$ cat src/sfp_pkg.sv
// Shared constants and types for the parallel FIFO host port.
package sfp_pkg;

    // Widths of the pin groups.
    localparam int DATA_W = 16;
    localparam int SEL_W = 3;
    localparam int LEN_W = 16;

    // Depth of each endpoint buffer in words.
    localparam int FIFO_DEPTH = 8;

    // Values of the FIFO select lines that reach the two endpoint buffers.
    localparam logic [SEL_W-1:0] SEL_IN_EP = 3'h0;
    localparam logic [SEL_W-1:0] SEL_OUT_EP = 3'h2;

    // Reset values.
    localparam logic [DATA_W-1:0] DATA_RESET = 16'h0000;
    localparam logic [LEN_W-1:0] LEN_RESET = 16'h0000;

    // Latency of the pin synchronisers in system clock cycles.
    localparam int SYNC_STAGES = 2;

    // Pin group as seen by the synchroniser chain.
    typedef struct packed {
        logic iclk;
        logic [SEL_W-1:0] sel;
        logic cs_n;
        logic rd_n;
        logic wr_n;
        logic oe_n;
        logic commit;
        logic [DATA_W-1:0] data;
    } sfp_pins_type;

    // Packet commit notice towards the USB side.
    typedef struct packed {
        logic valid;
        logic [LEN_W-1:0] len;
    } sfp_commit_type;

endpackage

$ cat src/sfp_host_port.sv
// Parallel FIFO host port with its endpoint buffers.

// Buffer with valid and ready on both sides; storage is flip-flops.
module sfp_fifo #(
    parameter int WIDTH = 16,
    parameter int DEPTH = 8
) (
    input wire logic clk,
    input wire logic rst,
    input wire logic in_valid,
    output logic in_ready,
    input wire logic [WIDTH-1:0] in_data,
    output logic out_valid,
    input wire logic out_ready,
    output logic [WIDTH-1:0] out_data
);
    import sfp_pkg::*;

    localparam int PTR_W = (DEPTH > 1) ? $clog2(DEPTH) : 1;
    localparam logic [PTR_W:0] DEPTH_CNT = (PTR_W + 1)'(DEPTH);
    localparam logic [PTR_W-1:0] LAST_PTR = PTR_W'(DEPTH - 1);
    localparam logic [PTR_W:0] ONE_CNT = (PTR_W + 1)'(1);

    // Storage, pointers, registered flags and the registered head word.
    logic [WIDTH-1:0] mem_reg [DEPTH];
    logic [PTR_W-1:0] wr_ptr_reg;
    logic [PTR_W-1:0] rd_ptr_reg;
    logic [PTR_W:0] count_reg;
    logic [PTR_W:0] count_next;
    logic not_full_reg;
    logic not_empty_reg;
    logic push;
    logic pop;
    logic [PTR_W-1:0] rd_ptr_inc;
    logic [WIDTH-1:0] head_reg;

    assign push = in_valid & not_full_reg;
    assign pop = out_ready & not_empty_reg;
    assign in_ready = not_full_reg;
    assign out_valid = not_empty_reg;
    assign out_data = head_reg;
    assign rd_ptr_inc = (rd_ptr_reg == LAST_PTR) ? '0 : rd_ptr_reg + 1'b1;

    // Occupancy after this cycle's push and pop.
    always_comb begin
        count_next = count_reg;
        if (push && !pop) begin
            count_next = count_reg + 1'b1;
        end else if (pop && !push) begin
            count_next = count_reg - 1'b1;
        end
    end

    // Pointers wrap at the depth, which need not be a power of two.
    always_ff @(posedge clk or posedge rst) begin
        if (rst) begin
            wr_ptr_reg <= '0;
            rd_ptr_reg <= '0;
        end else begin
            if (push) begin
                wr_ptr_reg <= (wr_ptr_reg == LAST_PTR) ? '0 : wr_ptr_reg + 1'b1;
            end
            if (pop) begin
                rd_ptr_reg <= (rd_ptr_reg == LAST_PTR) ? '0 : rd_ptr_reg + 1'b1;
            end
        end
    end

    // Flags are registered so that neither side sees a combinational path.
    always_ff @(posedge clk or posedge rst) begin
        if (rst) begin
            count_reg <= '0;
            not_full_reg <= 1'b1;
            not_empty_reg <= 1'b0;
        end else begin
            count_reg <= count_next;
            not_full_reg <= (count_next != DEPTH_CNT);
            not_empty_reg <= (count_next != '0);
        end
    end

    // Storage needs no reset; a slot read before it is written only reaches the head register while the buffer is empty.
    always_ff @(posedge clk) begin
        if (push) begin
            mem_reg[wr_ptr_reg] <= in_data;
        end
    end

    // The head word sits in its own register, so the drain side sees a flop, not a mux.
    // A push into a buffer that is empty, or emptying this cycle, bypasses storage.
    always_ff @(posedge clk) begin
        if (push && (count_reg == '0 || (pop && count_reg == ONE_CNT))) begin
            head_reg <= in_data;
        end else if (pop) begin
            head_reg <= mem_reg[rd_ptr_inc];
        end
    end
endmodule

// Device end of the port: master writes the IN buffer and reads the OUT buffer.
module sfp_host_port #(
    parameter int DEPTH = sfp_pkg::FIFO_DEPTH
) (
    input wire logic CLK,
    input wire logic SYS_RST,
    input wire logic SYNC_MODE,
    input wire logic AUTO_MODE,
    input wire logic [sfp_pkg::LEN_W-1:0] AUTO_COMMIT_LENGTH,
    input wire logic INTERFACE_CLOCK,
    input wire logic [sfp_pkg::SEL_W-1:0] FIFO_SELECT,
    input wire logic FIFO_CHIP_SELECT_N,
    input wire logic FIFO_READ_STROBE_N,
    input wire logic FIFO_WRITE_STROBE_N,
    input wire logic FIFO_OUTPUT_ENABLE_N,
    input wire logic PACKET_COMMIT_STROBE,
    input wire logic [sfp_pkg::DATA_W-1:0] FIFO_DATA_IN,
    output logic [sfp_pkg::DATA_W-1:0] FIFO_DATA_OUT,
    output logic FIFO_DATA_OE_N,
    output logic FLAG_EMPTY,
    output logic FLAG_FULL,
    output logic USB_IN_VALID,
    input wire logic USB_IN_READY,
    output logic [sfp_pkg::DATA_W-1:0] USB_IN_DATA,
    output sfp_pkg::sfp_commit_type USB_IN_COMMIT,
    input wire logic USB_OUT_VALID,
    output logic USB_OUT_READY,
    input wire logic [sfp_pkg::DATA_W-1:0] USB_OUT_DATA
);
    import sfp_pkg::*;

    // Pin bundle as it arrives and at each synchroniser stage.
    sfp_pins_type pins_raw;
    sfp_pins_type pin_s1_reg;
    sfp_pins_type pin_s2_reg;
    sfp_pins_type pin_s3_reg;
    logic iclk_rise;
    logic rd_now;
    logic rd_was;
    logic wr_now;
    logic wr_was;
    logic rd_evt;
    logic wr_evt;
    logic commit_evt;

    // Decoded events and buffer handshakes.
    logic [DATA_W-1:0] wr_word;
    logic sel_in;
    logic sel_out;
    logic in_push;
    logic in_ready;
    logic out_pop;
    logic out_valid;
    logic [DATA_W-1:0] out_head;

    // Packet accounting and registered outputs.
    logic [LEN_W-1:0] pend_reg;
    logic [LEN_W-1:0] pend_plus;
    logic [DATA_W-1:0] dout_reg;
    logic oe_n_reg;
    logic empty_reg;
    logic full_reg;
    sfp_commit_type commit_reg;

    // Idle level of every pin, so that leaving reset raises no false strobe or clock edge.
    localparam sfp_pins_type PINS_IDLE = '{
        iclk: 1'b0,
        sel: '1,
        cs_n: 1'b1,
        rd_n: 1'b1,
        wr_n: 1'b1,
        oe_n: 1'b1,
        commit: 1'b0,
        data: DATA_RESET
    };

    // All pins, the interface clock among them, travel as one bundle.
    assign pins_raw = '{iclk: INTERFACE_CLOCK, sel: FIFO_SELECT, cs_n: FIFO_CHIP_SELECT_N,
                        rd_n: FIFO_READ_STROBE_N, wr_n: FIFO_WRITE_STROBE_N,
                        oe_n: FIFO_OUTPUT_ENABLE_N, commit: PACKET_COMMIT_STROBE,
                        data: FIFO_DATA_IN};

    // Two-stage synchroniser; a third stage serves edge detection and supplies the asynchronous write word.
    always_ff @(posedge CLK or posedge SYS_RST) begin
        if (SYS_RST) begin
            pin_s1_reg <= PINS_IDLE;
            pin_s2_reg <= PINS_IDLE;
            pin_s3_reg <= PINS_IDLE;
        end else begin
            pin_s1_reg <= pins_raw;
            pin_s2_reg <= pin_s1_reg;
            pin_s3_reg <= pin_s2_reg;
        end
    end

    // Read and write strobes only count together with chip select, which may be tied low.
    assign rd_now = ~pin_s2_reg.cs_n & ~pin_s2_reg.rd_n;
    assign rd_was = ~pin_s3_reg.cs_n & ~pin_s3_reg.rd_n;
    assign wr_now = ~pin_s2_reg.cs_n & ~pin_s2_reg.wr_n;
    assign wr_was = ~pin_s3_reg.cs_n & ~pin_s3_reg.wr_n;
    assign iclk_rise = pin_s2_reg.iclk & ~pin_s3_reg.iclk;

    // Synchronous mode acts on interface clock edges, asynchronous on strobe edges.
    always_comb begin
        if (SYNC_MODE) begin
            rd_evt = iclk_rise & rd_now;
            wr_evt = iclk_rise & wr_now;
            commit_evt = iclk_rise & pin_s2_reg.commit;
            wr_word = pin_s2_reg.data;
        end else begin
            rd_evt = rd_now & ~rd_was;
            wr_evt = wr_was & ~wr_now;
            commit_evt = pin_s2_reg.commit & ~pin_s3_reg.commit;
            wr_word = pin_s3_reg.data;
        end
    end

    // The select lines are assumed steady around strobes and commits.
    assign sel_in = (pin_s2_reg.sel == SEL_IN_EP);
    assign sel_out = (pin_s2_reg.sel == SEL_OUT_EP);

    // A full buffer refuses the word silently; the full flag warns the master.
    assign in_push = wr_evt & sel_in;
    assign out_pop = rd_evt & sel_out & out_valid;
    assign pend_plus = pend_reg + 1'b1;

    sfp_fifo #(
        .WIDTH(DATA_W),
        .DEPTH(DEPTH)
    ) u_in_fifo (
        .clk(CLK),
        .rst(SYS_RST),
        .in_valid(in_push),
        .in_ready(in_ready),
        .in_data(wr_word),
        .out_valid(USB_IN_VALID),
        .out_ready(USB_IN_READY),
        .out_data(USB_IN_DATA)
    );

    sfp_fifo #(
        .WIDTH(DATA_W),
        .DEPTH(DEPTH)
    ) u_out_fifo (
        .clk(CLK),
        .rst(SYS_RST),
        .in_valid(USB_OUT_VALID),
        .in_ready(USB_OUT_READY),
        .in_data(USB_OUT_DATA),
        .out_valid(out_valid),
        .out_ready(out_pop),
        .out_data(out_head)
    );

    // Packet accounting; auto commit wins, so a strobe on the same edge is lost.
    always_ff @(posedge CLK or posedge SYS_RST) begin
        if (SYS_RST) begin
            pend_reg <= LEN_RESET;
            commit_reg <= '{valid: 1'b0, len: LEN_RESET};
        end else begin
            commit_reg.valid <= 1'b0;
            if (in_push && in_ready && AUTO_MODE && pend_plus == AUTO_COMMIT_LENGTH) begin
                pend_reg <= LEN_RESET;
                commit_reg <= '{valid: 1'b1, len: pend_plus};
            end else if (commit_evt && sel_in) begin
                pend_reg <= LEN_RESET;
                commit_reg.valid <= 1'b1;
                commit_reg.len <= (in_push && in_ready) ? pend_plus : pend_reg;
            end else if (in_push && in_ready) begin
                pend_reg <= pend_plus;
            end
        end
    end

    // Read word: prefetched in sync mode, caught at the strobe in async mode.
    always_ff @(posedge CLK or posedge SYS_RST) begin
        if (SYS_RST) begin
            dout_reg <= DATA_RESET;
        end else if (SYNC_MODE) begin
            // An empty buffer leaves the last word shown rather than an unwritten slot.
            if (sel_out && out_valid) begin
                dout_reg <= out_head;
            end
        end else if (rd_evt && sel_out && out_valid) begin
            dout_reg <= out_head;
        end
    end

    // Bus drive follows output enable and chip select; the device drives only when both are low.
    always_ff @(posedge CLK or posedge SYS_RST) begin
        if (SYS_RST) begin
            oe_n_reg <= 1'b1;
        end else begin
            oe_n_reg <= pin_s2_reg.oe_n | pin_s2_reg.cs_n;
        end
    end

    // Flags track the selected buffer; an unmapped select reads empty and full.
    always_ff @(posedge CLK or posedge SYS_RST) begin
        if (SYS_RST) begin
            empty_reg <= 1'b1;
            full_reg <= 1'b1;
        end else if (sel_in) begin
            empty_reg <= ~USB_IN_VALID;
            full_reg <= ~in_ready;
        end else if (sel_out) begin
            empty_reg <= ~out_valid;
            full_reg <= ~USB_OUT_READY;
        end else begin
            // Nothing moves through an unmapped select, so both flags warn the master off.
            empty_reg <= 1'b1;
            full_reg <= 1'b1;
        end
    end

    assign FIFO_DATA_OUT = dout_reg;
    assign FIFO_DATA_OE_N = oe_n_reg;
    assign FLAG_EMPTY = empty_reg;
    assign FLAG_FULL = full_reg;
    assign USB_IN_COMMIT = commit_reg;
endmodule

$ cat config.mk
export PLATFORM = sky130hd
export DESIGN_NAME = sfp_host_port
export DESIGN_NICKNAME = d
export VERILOG_FILES = /design/src/sfp_pkg.sv /design/src/sfp_host_port.sv
export SDC_FILE = /design/constraint.sdc
export NUM_CORES = 1
export LEC_CHECK = 0
export ABC_AREA = 1
export BUFFER_PORTS_ARGS = -buffer_cell sky130_fd_sc_hd__buf_2
export CAP_MARGIN = 20
export CELL_PAD_IN_SITES_DETAIL_PLACEMENT = 0
export CELL_PAD_IN_SITES_GLOBAL_PLACEMENT = 1
export CORE_ASPECT_RATIO = 0.9
export CORE_UTILIZATION = 44
export CTS_CLUSTER_SIZE = 30
export DETAILED_ROUTE_END_ITERATION = 12
export MAX_ROUTING_LAYER = met4
export PLACE_DENSITY_LB_ADDON = 0.1
export SYNTH_ARGS = -nofsm -noshare
export SYNTH_HDL_FRONTEND = slang
export SYNTH_SLANG_ARGS = --single-unit
$ cat constraint.sdc
create_clock -name CLK -period 4.75 [get_ports CLK]
set_clock_uncertainty 0.05 [all_clocks]
set_input_delay 0.7125 -clock CLK [delete_from_list [all_inputs] [get_ports CLK]]
set_output_delay 0.7125 -clock CLK [all_outputs]
set_load 0.05 [all_outputs]
Yosys cells after proc, flatten, opt, wreduce, memory -nomap -nowiden

Memory sizes are Yosys's and may differ from the RTL's.
Index checks and enable logic that the tools add are counted.

Bits in writable memories: 256
Memories kept: 2
Flip-flop bits (word level): 179
Output and inout bits: 54
Bits of input ports: 63

Memories:

| name               | depth | width | rd ports | clocked after memory_dff | wr ports | RTL line            | RTL |
|---|---|---|---|---|---|---|---|
| u_in_fifo.mem_reg  | 8     | 16    | 1        | 0                        | 1        | sfp_host_port.sv:25 | `logic [WIDTH-1:0] mem_reg [DEPTH];` |
| u_out_fifo.mem_reg | 8     | 16    | 1        | 0                        | 1        | sfp_host_port.sv:25 |  |

Add/subtract/negate cells: 9
Mux-type cells: 32
Reduce and logical (&&, ||, !) cells: 31
Eq/ne operators: 11
Bitwise logic cells: 33

Operators by type and width:

| operator              | count |
|---|---|
| $mux 16               | 11 |
| $mux 17               | 2 |
| $and 1x1->1           | 18 |
| $add 16x1->16 const B | 1 |
| $eq 16x16->1          | 1 |
| $mux 4                | 4 |
| $logic_and 1x1->1     | 15 |
| $not 1->1             | 14 |
| $add 3x1->3 const B   | 4 |
| $eq 3x3->1 const B    | 4 |
| $mux 3                | 4 |
| $mux 1                | 11 |
| $add 4x1->4 const B   | 2 |
| $eq 4x1->1 const B    | 2 |
| $logic_not 4->1       | 2 |
| $ne 4x4->1 const B    | 2 |
| $reduce_bool 2->1     | 4 |
| $reduce_bool 4->1     | 2 |
| $sub 4x1->4 const B   | 2 |
| $logic_not 1->1       | 4 |
| $eq 3x2->1 const B    | 1 |
| $logic_not 3->1       | 1 |
| $logic_or 1x1->1      | 2 |
| $ne 2x1->1 const B    | 1 |
| 2 further kinds       | 2 |

Depth between registers and ports, before layout

Word-level depth: 12
Gate-level depth with buffers: 16

By module

From an unflattened synthesis, not the netlist that was laid out.

Cells, all modules: 1909
Area, all modules: 19218.4 um2

Modules (own cells, without submodules):

| module                 | instances | seq. area each (um2) | cells each | area an instance (um2) |
|---|---|---|---|---|
| sfp_fifo at u_out_fifo | 1         | 4625.7               | 675        | 6949.2 |
| sfp_fifo at u_in_fifo  | 1         | 4625.7               | 675        | 6944.2 |
| sfp_host_port          | 1         | 3103.0               | 559        | 5325.1 |

Worst setup path after synthesis

OpenSTA, ideal clock, no wires.

Path kind: input -> register
Start: in SYNC_MODE
End: mem u_in_fifo.mem_reg[2][0], enable pin
Cell stages on the path: 9
Path slack: 1.422 ns
Library setup time: 0.409 ns
Arrival: 2.869 ns
Cell sequence: buf_4 -> nor2_1 -> nand3b_1 -> nand2_1 -> nand2_2 -> inv_2 -> clkbuf_1 -> nand2_1 -> nor3_1

Longest elaborated chain between the ends: 5

RTL lines:

| item                         | RTL line             | RTL |
|---|---|---|
| start, declared              | sfp_host_port.sv:106 | `input wire logic SYNC_MODE,` |
| $mux 1                       | sfp_host_port.sv:204 | `if (SYNC_MODE) begin` |
| $and 1x1->1                  | sfp_host_port.sv:222 | `assign in_push = wr_evt & sel_in;` |
| $and 1x1->1                  | sfp_host_port.sv:37  | `assign push = in_valid & not_full_reg;` |
| $mux 1                       | sfp_host_port.sv:84  | `if (push) begin` |
| $mux 1 (not written as such) | sfp_host_port.sv:85  | `mem_reg[wr_ptr_reg] <= in_data;` |
| end, declared                | sfp_host_port.sv:25  |  |

No other way between the ends.

Worst setup path after layout

Start: reg pin_s2_reg[20] (netlist bit)
End: reg pend_reg[8]

Longest elaborated chain between the ends: 10
Elaborated cells between the ends (all ways): 13
Classes of those cells: 4 x mux; 6 x bitwise; 3 x reduce/logical

RTL lines:

| item                                                      | RTL line                                   | RTL |
|---|---|---|
| start, declared                                           | sfp_host_port.sv:134                       | `sfp_pins_type pin_s2_reg;` |
| start signal, assigned                                    | sfp_host_port.sv:190                       | `pin_s2_reg <= pin_s1_reg;` |
| $not 1->1 (*)                                             | sfp_host_port.sv:198                       | `assign wr_now = ~pin_s2_reg.cs_n & ~pin_s2_reg.wr_n;` |
| $and 1x1->1 (*)                                           | sfp_host_port.sv:198                       |  |
| $not 1->1                                                 | sfp_host_port.sv:211                       | `wr_evt = wr_was & ~wr_now;` |
| $and 1x1->1                                               | sfp_host_port.sv:211                       |  |
| $mux 1 (*)                                                | sfp_host_port.sv:204                       |  |
| $and 1x1->1 (*)                                           | sfp_host_port.sv:222                       |  |
| $logic_and 1x1->1 (*)                                     | sfp_host_port.sv:261, sfp_host_port.sv:268 |  |
| $mux 16 or $logic_and 1x1->1 (tied branches) (2 in a row) | -                                          |  |
| $mux 16 (*)                                               | sfp_host_port.sv:261                       | `if (in_push && in_ready && AUTO_MODE && pend_plus == AUTO_COMMIT_LENGTH) begin` |
| end signal, assigned                                      | sfp_host_port.sv:269                       | `pend_reg <= pend_plus;` |
| end, declared                                             | sfp_host_port.sv:156                       | `logic [LEN_W-1:0] pend_reg;` |

Every way passes the cells marked *; elsewhere a longest branch is shown, timed or not.
A chain may end at the register's enable or synchronous reset.

==> impl_results.html <==
<table>
<tr><th>Metric</th><th>Value</th></tr>
<tr><th colspan="2">Cells and area</th></tr>
<tr><td>Filler-free cell count of the finished design</td><td>2287</td></tr>
<tr><td>Share of layout cells above drive strength 1</td><td>0.1670</td></tr>
<tr><td>Post-route core utilization</td><td>0.5193</td></tr>
<tr><td>Area growth from synthesis to final layout</td><td>15.63%</td></tr>
<tr><td>Commonest non-fill, non-tap cell in the layout</td><td>sky130_fd_sc_hd__nand2_1</td></tr>
<tr><td>Top library cells by usage in the layout, fill and taps aside</td><td>sky130_fd_sc_hd__nand2_1 (310), sky130_fd_sc_hd__edfxtp_1 (288), sky130_fd_sc_hd__nor2_1 (240), sky130_fd_sc_hd__o21ai_0 (149), sky130_fd_sc_hd__dfrtp_1 (125)</td></tr>
<tr><td>Number of nets in the finished design</td><td>1797</td></tr>
<tr><th colspan="2">Floorplanning</th></tr>
<tr><td>Core Box Area</td><td>0.03980 sq mm</td></tr>
<tr><td>DIE WIDTH</td><td>214.4 um</td></tr>
<tr><td>Top-level I/O count</td><td>117</td></tr>
<tr><td>Height of the die</td><td>193.2 um</td></tr>
<tr><td>Row Count</td><td>69</td></tr>
<tr><td>Initial Utilization</td><td>0.4491</td></tr>
<tr><td>Die area</td><td>0.04143 sq mm</td></tr>
<tr><th colspan="2">Critical path</th></tr>
<tr><td>Cell breakdown of the critical path</td><td>inv_1 &gt; nand2_1 &gt; nand3b_1 &gt; nand2_1 &gt; nand2_2 &gt; inv_2 &gt; buf_4 &gt; nand3_1 &gt; nor2_1 &gt; nand2_1 &gt; nor2_4 &gt; nand2_4 &gt; nand2_4 &gt; nor2_1</td></tr>
<tr><td>Arrival @ worst endpoint</td><td>3.52 ns</td></tr>
<tr><td>Worst path slowest cell</td><td>sky130_fd_sc_hd__dfstp_2</td></tr>
<tr><td>Delay of the slowest cell on the worst path</td><td>0.61 ns</td></tr>
<tr><td>Crit path capture type</td><td>flop</td></tr>
<tr><td>Worst flop-to-flop path startpoint</td><td>pin_s2_reg[20]$_DFF_PP1_</td></tr>
<tr><td>Start-to-end type of the worst setup path</td><td>flop to flop</td></tr>
<tr><td>Worst path most repeated cell</td><td>sky130_fd_sc_hd__nand2_1</td></tr>
<tr><td>Top fanout value on the critical path</td><td>32</td></tr>
<tr><td>Origin of the worst setup path</td><td>pin_s2_reg[20]$_DFF_PP1_</td></tr>
<tr><td>Count of buffer and inverter cells on the critical path</td><td>3</td></tr>
<tr><td>Startpoint type of the worst setup path</td><td>flop</td></tr>
<tr><td>Worst path required time</td><td>5.14 ns</td></tr>
<tr><td>Kind of cell adding the most delay to the critical path</td><td>simple AND/OR/NAND/NOR gates</td></tr>
<tr><th colspan="2">Clock network</th></tr>
<tr><td>CTS H-tree lvls</td><td>2</td></tr>
<tr><td>Clock sinks</td><td>435</td></tr>
<tr><td>Source-to-sink clock delay at the later pin of the worst-skew pair</td><td>0.57 ns</td></tr>
<tr><td>Bufs on Longest Clock Path</td><td>3</td></tr>
<tr><td>Buffers inserted by post-CTS timing repair</td><td>0</td></tr>
<tr><td>Clock Tree Root</td><td>sky130_fd_sc_hd__clkbuf_16</td></tr>
<tr><td>Hold bufs inserted after CTS</td><td>0</td></tr>
<tr><td>Clock tree from TritonCTS</td><td>built</td></tr>
<tr><td>TritonCTS buffer count</td><td>46</td></tr>
<tr><td>PostCTS Resize Cnt</td><td>0</td></tr>
<tr><td>Clock slew seen by the registers of the worst setup and hold paths</td><td>0.06 ns</td></tr>
<tr><th colspan="2">Place</th></tr>
<tr><td>Number of placed cells counting well taps</td><td>2201</td></tr>
<tr><td>HPWL after detailed placement</td><td>27620 um</td></tr>
<tr><td>Global placer's final weighted congestion</td><td>0.8154</td></tr>
<tr><td>IO Port Bufs</td><td>116</td></tr>
<tr><th colspan="2">Power</th></tr>
<tr><td>Total power divided by cell area</td><td>656.5 mW/mm^2</td></tr>
<tr><td>Worst vdd rail ir drop</td><td>0.0003938 V</td></tr>
<tr><td>Leakage Power</td><td>0.008290 uW</td></tr>
<tr><th colspan="2">Detailed routing</th></tr>
<tr><td>Number of search-and-repair iterations in the first detailed-routing pass</td><td>5</td></tr>
<tr><td>Vias per cell</td><td>5.178</td></tr>
<tr><td>Routed wire length</td><td>43560 um</td></tr>
<tr><td>Number of violations reported at the end of detailed-routing iteration 0</td><td>805</td></tr>
<tr><td>Number of nets still failing antenna checks after routing</td><td>0</td></tr>
<tr><td># DRC</td><td>0</td></tr>
<tr><td>Average wire per cell in the routed design</td><td>19.05 um</td></tr>
<tr><td>Via total after detailed routing</td><td>11840</td></tr>
<tr><th colspan="2">Global route</th></tr>
<tr><td>Vias in the first global route</td><td>11610</td></tr>
<tr><td>All-layer global routing usage</td><td>0.2205</td></tr>
<tr><td>Initial antenna violation count</td><td>2</td></tr>
<tr><td>Pin count of the biggest net entering global routing</td><td>71</td></tr>
<tr><td>Leftover overflow at the end of global routing</td><td>0</td></tr>
<tr><td>First-pass GRT wire length</td><td>68010 um</td></tr>
<tr><th colspan="2">Timing</th></tr>
<tr><td>Setup repair after global routing missed its margin</td><td>no</td></tr>
<tr><td>Count of endpoints failing setup in the final report</td><td>0</td></tr>
<tr><td>Transition time of the tightest slew-check pin</td><td>0.9695 ns</td></tr>
<tr><td>Shortest clock period the worst path allows after layout</td><td>3.128 ns</td></tr>
<tr><td>Sum of negative setup slack</td><td>0 ns</td></tr>
<tr><td>Final Slew Violations</td><td>0</td></tr>
<tr><td>Final period utilization</td><td>0.6585</td></tr>
<tr><td>Final-report hold violation count</td><td>0</td></tr>
<tr><td>Peak clock frequency supported by timing</td><td>0.3197 GHz</td></tr>
<tr><td>Slew HR</td><td>0.3513</td></tr>
<tr><th colspan="2">Logic synthesis</th></tr>
<tr><td>Post-synthesis cell count</td><td>1590</td></tr>
<tr><td>Mapped cell area</td><td>0.01787 sq mm</td></tr>
<tr><td>Number of flops mapped to enable cells by yosys</td><td>288</td></tr>
<tr><td>Net count after synthesis</td><td>1670</td></tr>
<tr><td>Flip-flop cell with the highest count after synthesis</td><td>sky130_fd_sc_hd__edfxtp_1</td></tr>
<tr><td>Count of distinct cell types in the synthesized netlist</td><td>38</td></tr>
<tr><td>FF+latch count, synth</td><td>435</td></tr>
<tr><td>Share of the yosys chip area belonging to registers</td><td>0.6913</td></tr>
<tr><td>Synth Area per Inst</td><td>11.24 sq um</td></tr>
<tr><td>Count of synthesis-stage warnings from yosys</td><td>0</td></tr>
<tr><td>Share of synthesized registers carrying an async set or reset</td><td>0.3379</td></tr>
<tr><th colspan="2">Run status</th></tr>
<tr><td>Outcome</td><td>finished clean</td></tr>
<tr><th colspan="2">Worst hold path</th></tr>
<tr><td>Hold WC Path Type</td><td>input pin to async pin</td></tr>
<tr><th colspan="2">Flow run</th></tr>
<tr><td>Max cap viols</td><td>0</td></tr>
</table>
==> power breakdown <==
group	switching [uW]	internal (uW)	leakage (uW)	total, uW
registers	322	4770	0.00435	5100
clock network	1480	2120	0.000753	3600
logic	3370	1500	0.00319	4870
total	5170	8390	0.00829	13600
==> through the flow <==
stage	hold WS (ns)	setup slack (ns)	cell area [sq um]	power (uW)
after detailed placement	0.2864	1.150	19130	10100
after global placement	0.2833	1.230	19100	9990
after floorplan	0.2812	0.07257	17870	8579
after global routing	0.1656	1.321	20670	14420
final	0.1691	1.622	20670	13570
after CTS	0.1632	1.599	20660	13710
==> synthesized netlist by cell type, types with 3 or more instances <==
| master | count | area share |
|---|---|---|
| sky130_fd_sc_hd__nand2_1 | 310 | 0.065 |
| sky130_fd_sc_hd__edfxtp_1 | 288 | 0.48 |
| sky130_fd_sc_hd__nor2_1 | 242 | 0.051 |
| sky130_fd_sc_hd__o21ai_0 | 149 | 0.042 |
| sky130_fd_sc_hd__dfrtp_1 | 125 | 0.18 |
| sky130_fd_sc_hd__inv_1 | 96 | 0.020 |
| sky130_fd_sc_hd__nand3_1 | 95 | 0.027 |
| sky130_fd_sc_hd__clkbuf_1 | 48 | 0.010 |
| sky130_fd_sc_hd__o22ai_1 | 33 | 0.012 |
| sky130_fd_sc_hd__o32ai_1 | 32 | 0.016 |
| sky130_fd_sc_hd__o21a_1 | 27 | 0.011 |
| sky130_fd_sc_hd__dfstp_2 | 22 | 0.032 |
| sky130_fd_sc_hd__ha_1 | 17 | 0.012 |
| sky130_fd_sc_hd__mux2_2 | 16 | 0.010 |
| sky130_fd_sc_hd__nand4_1 | 12 | 0.0042 |
| sky130_fd_sc_hd__nor3_1 | 9 | 0.0025 |
| sky130_fd_sc_hd__buf_1 | 8 | 0.0017 |
| sky130_fd_sc_hd__nor2_4 | 6 | 0.0038 |
| sky130_fd_sc_hd__or2_2 | 6 | 0.0021 |
| sky130_fd_sc_hd__buf_2 | 5 | 0.0014 |
| sky130_fd_sc_hd__o21bai_1 | 5 | 0.0021 |
| sky130_fd_sc_hd__xor2_1 | 5 | 0.0025 |
| sky130_fd_sc_hd__a21oi_1 | 4 | 0.0011 |
| sky130_fd_sc_hd__buf_6 | 4 | 0.0025 |
| sky130_fd_sc_hd__nand2_2 | 4 | 0.0014 |
| sky130_fd_sc_hd__buf_4 | 3 | 0.0013 |
| sky130_fd_sc_hd__inv_2 | 3 | 0.00063 |
| sky130_fd_sc_hd__nand3b_1 | 3 | 0.0013 |
==> worst paths after layout <==
path / to / slack (ns) / cells past startpoint
max: pend_reg[8]$_DFF_PP0_ / 1.62 / 14
min reg2reg: pin_s2_reg[7]$_DFF_PP0_ / 0.30 / 0
max reg2reg: pend_reg[8]$_DFF_PP0_ / 1.62 / 14
min: USB_IN_COMMIT[12]$_DFFE_PP0P_ / 0.17 / 2
max in group asynchronous: FLAG_FULL$_DFF_PP1_ / 3.47 / 3
min in group CLK: pin_s1_reg[2]$_DFF_PP0_ / 0.19 / 1
==> routing by layer <==
metal  up-vias  track usage  part of all wire
li1       5735            -                 -
met1      5789       0.3059              0.47
met2       262       0.3383              0.46
met3        56      0.04182             0.051
met4         0      0.04921             0.014
met5         -            -                 0
==> kinds of logic (layout without fill, tap and decap cells) <==
kind of cell             Yosys count  after routing  synth area share
XOR/XNOR                           6              6          0.002940
other                              0              1                 0
AO/OA/AOI/OAI                    255            255           0.08555
flip-flops                       435            435            0.6913
AND/OR/NAND/NOR                  692            692            0.1601
multiplexers                      16             16           0.01008
adder cells (fa/ha/maj)           17             17           0.01190
buffers and inverters            169            333           0.03815
==> worst reg2reg max path: stages (launching register included) <==
cell and delay [ns]:
sky130_fd_sc_hd__dfstp_2 0.61, sky130_fd_sc_hd__inv_1 0.06, sky130_fd_sc_hd__nand2_1 0.05, sky130_fd_sc_hd__nand3b_1 0.07, sky130_fd_sc_hd__nand2_1 0.11, sky130_fd_sc_hd__nand2_2 0.27, sky130_fd_sc_hd__inv_2 0.16, sky130_fd_sc_hd__buf_4 0.28
sky130_fd_sc_hd__nand3_1 0.11, sky130_fd_sc_hd__nor2_1 0.12, sky130_fd_sc_hd__nand2_1 0.09, sky130_fd_sc_hd__nor2_4 0.35, sky130_fd_sc_hd__nand2_4 0.30, sky130_fd_sc_hd__nand2_4 0.29, sky130_fd_sc_hd__nor2_1 0.08
==> area by class of cell <==
cell class	count	area, sq um
timing repair buffer	147	833.3
fill	3517	19130
inverter	101	384.1
multi-input combinational	986	4891
clock buffer	65	1360
clock inverter	20	175.2
tap	532	665.6
sequential	435	12350
antenna	1	2.502
(Power assumes the default switching activity.)
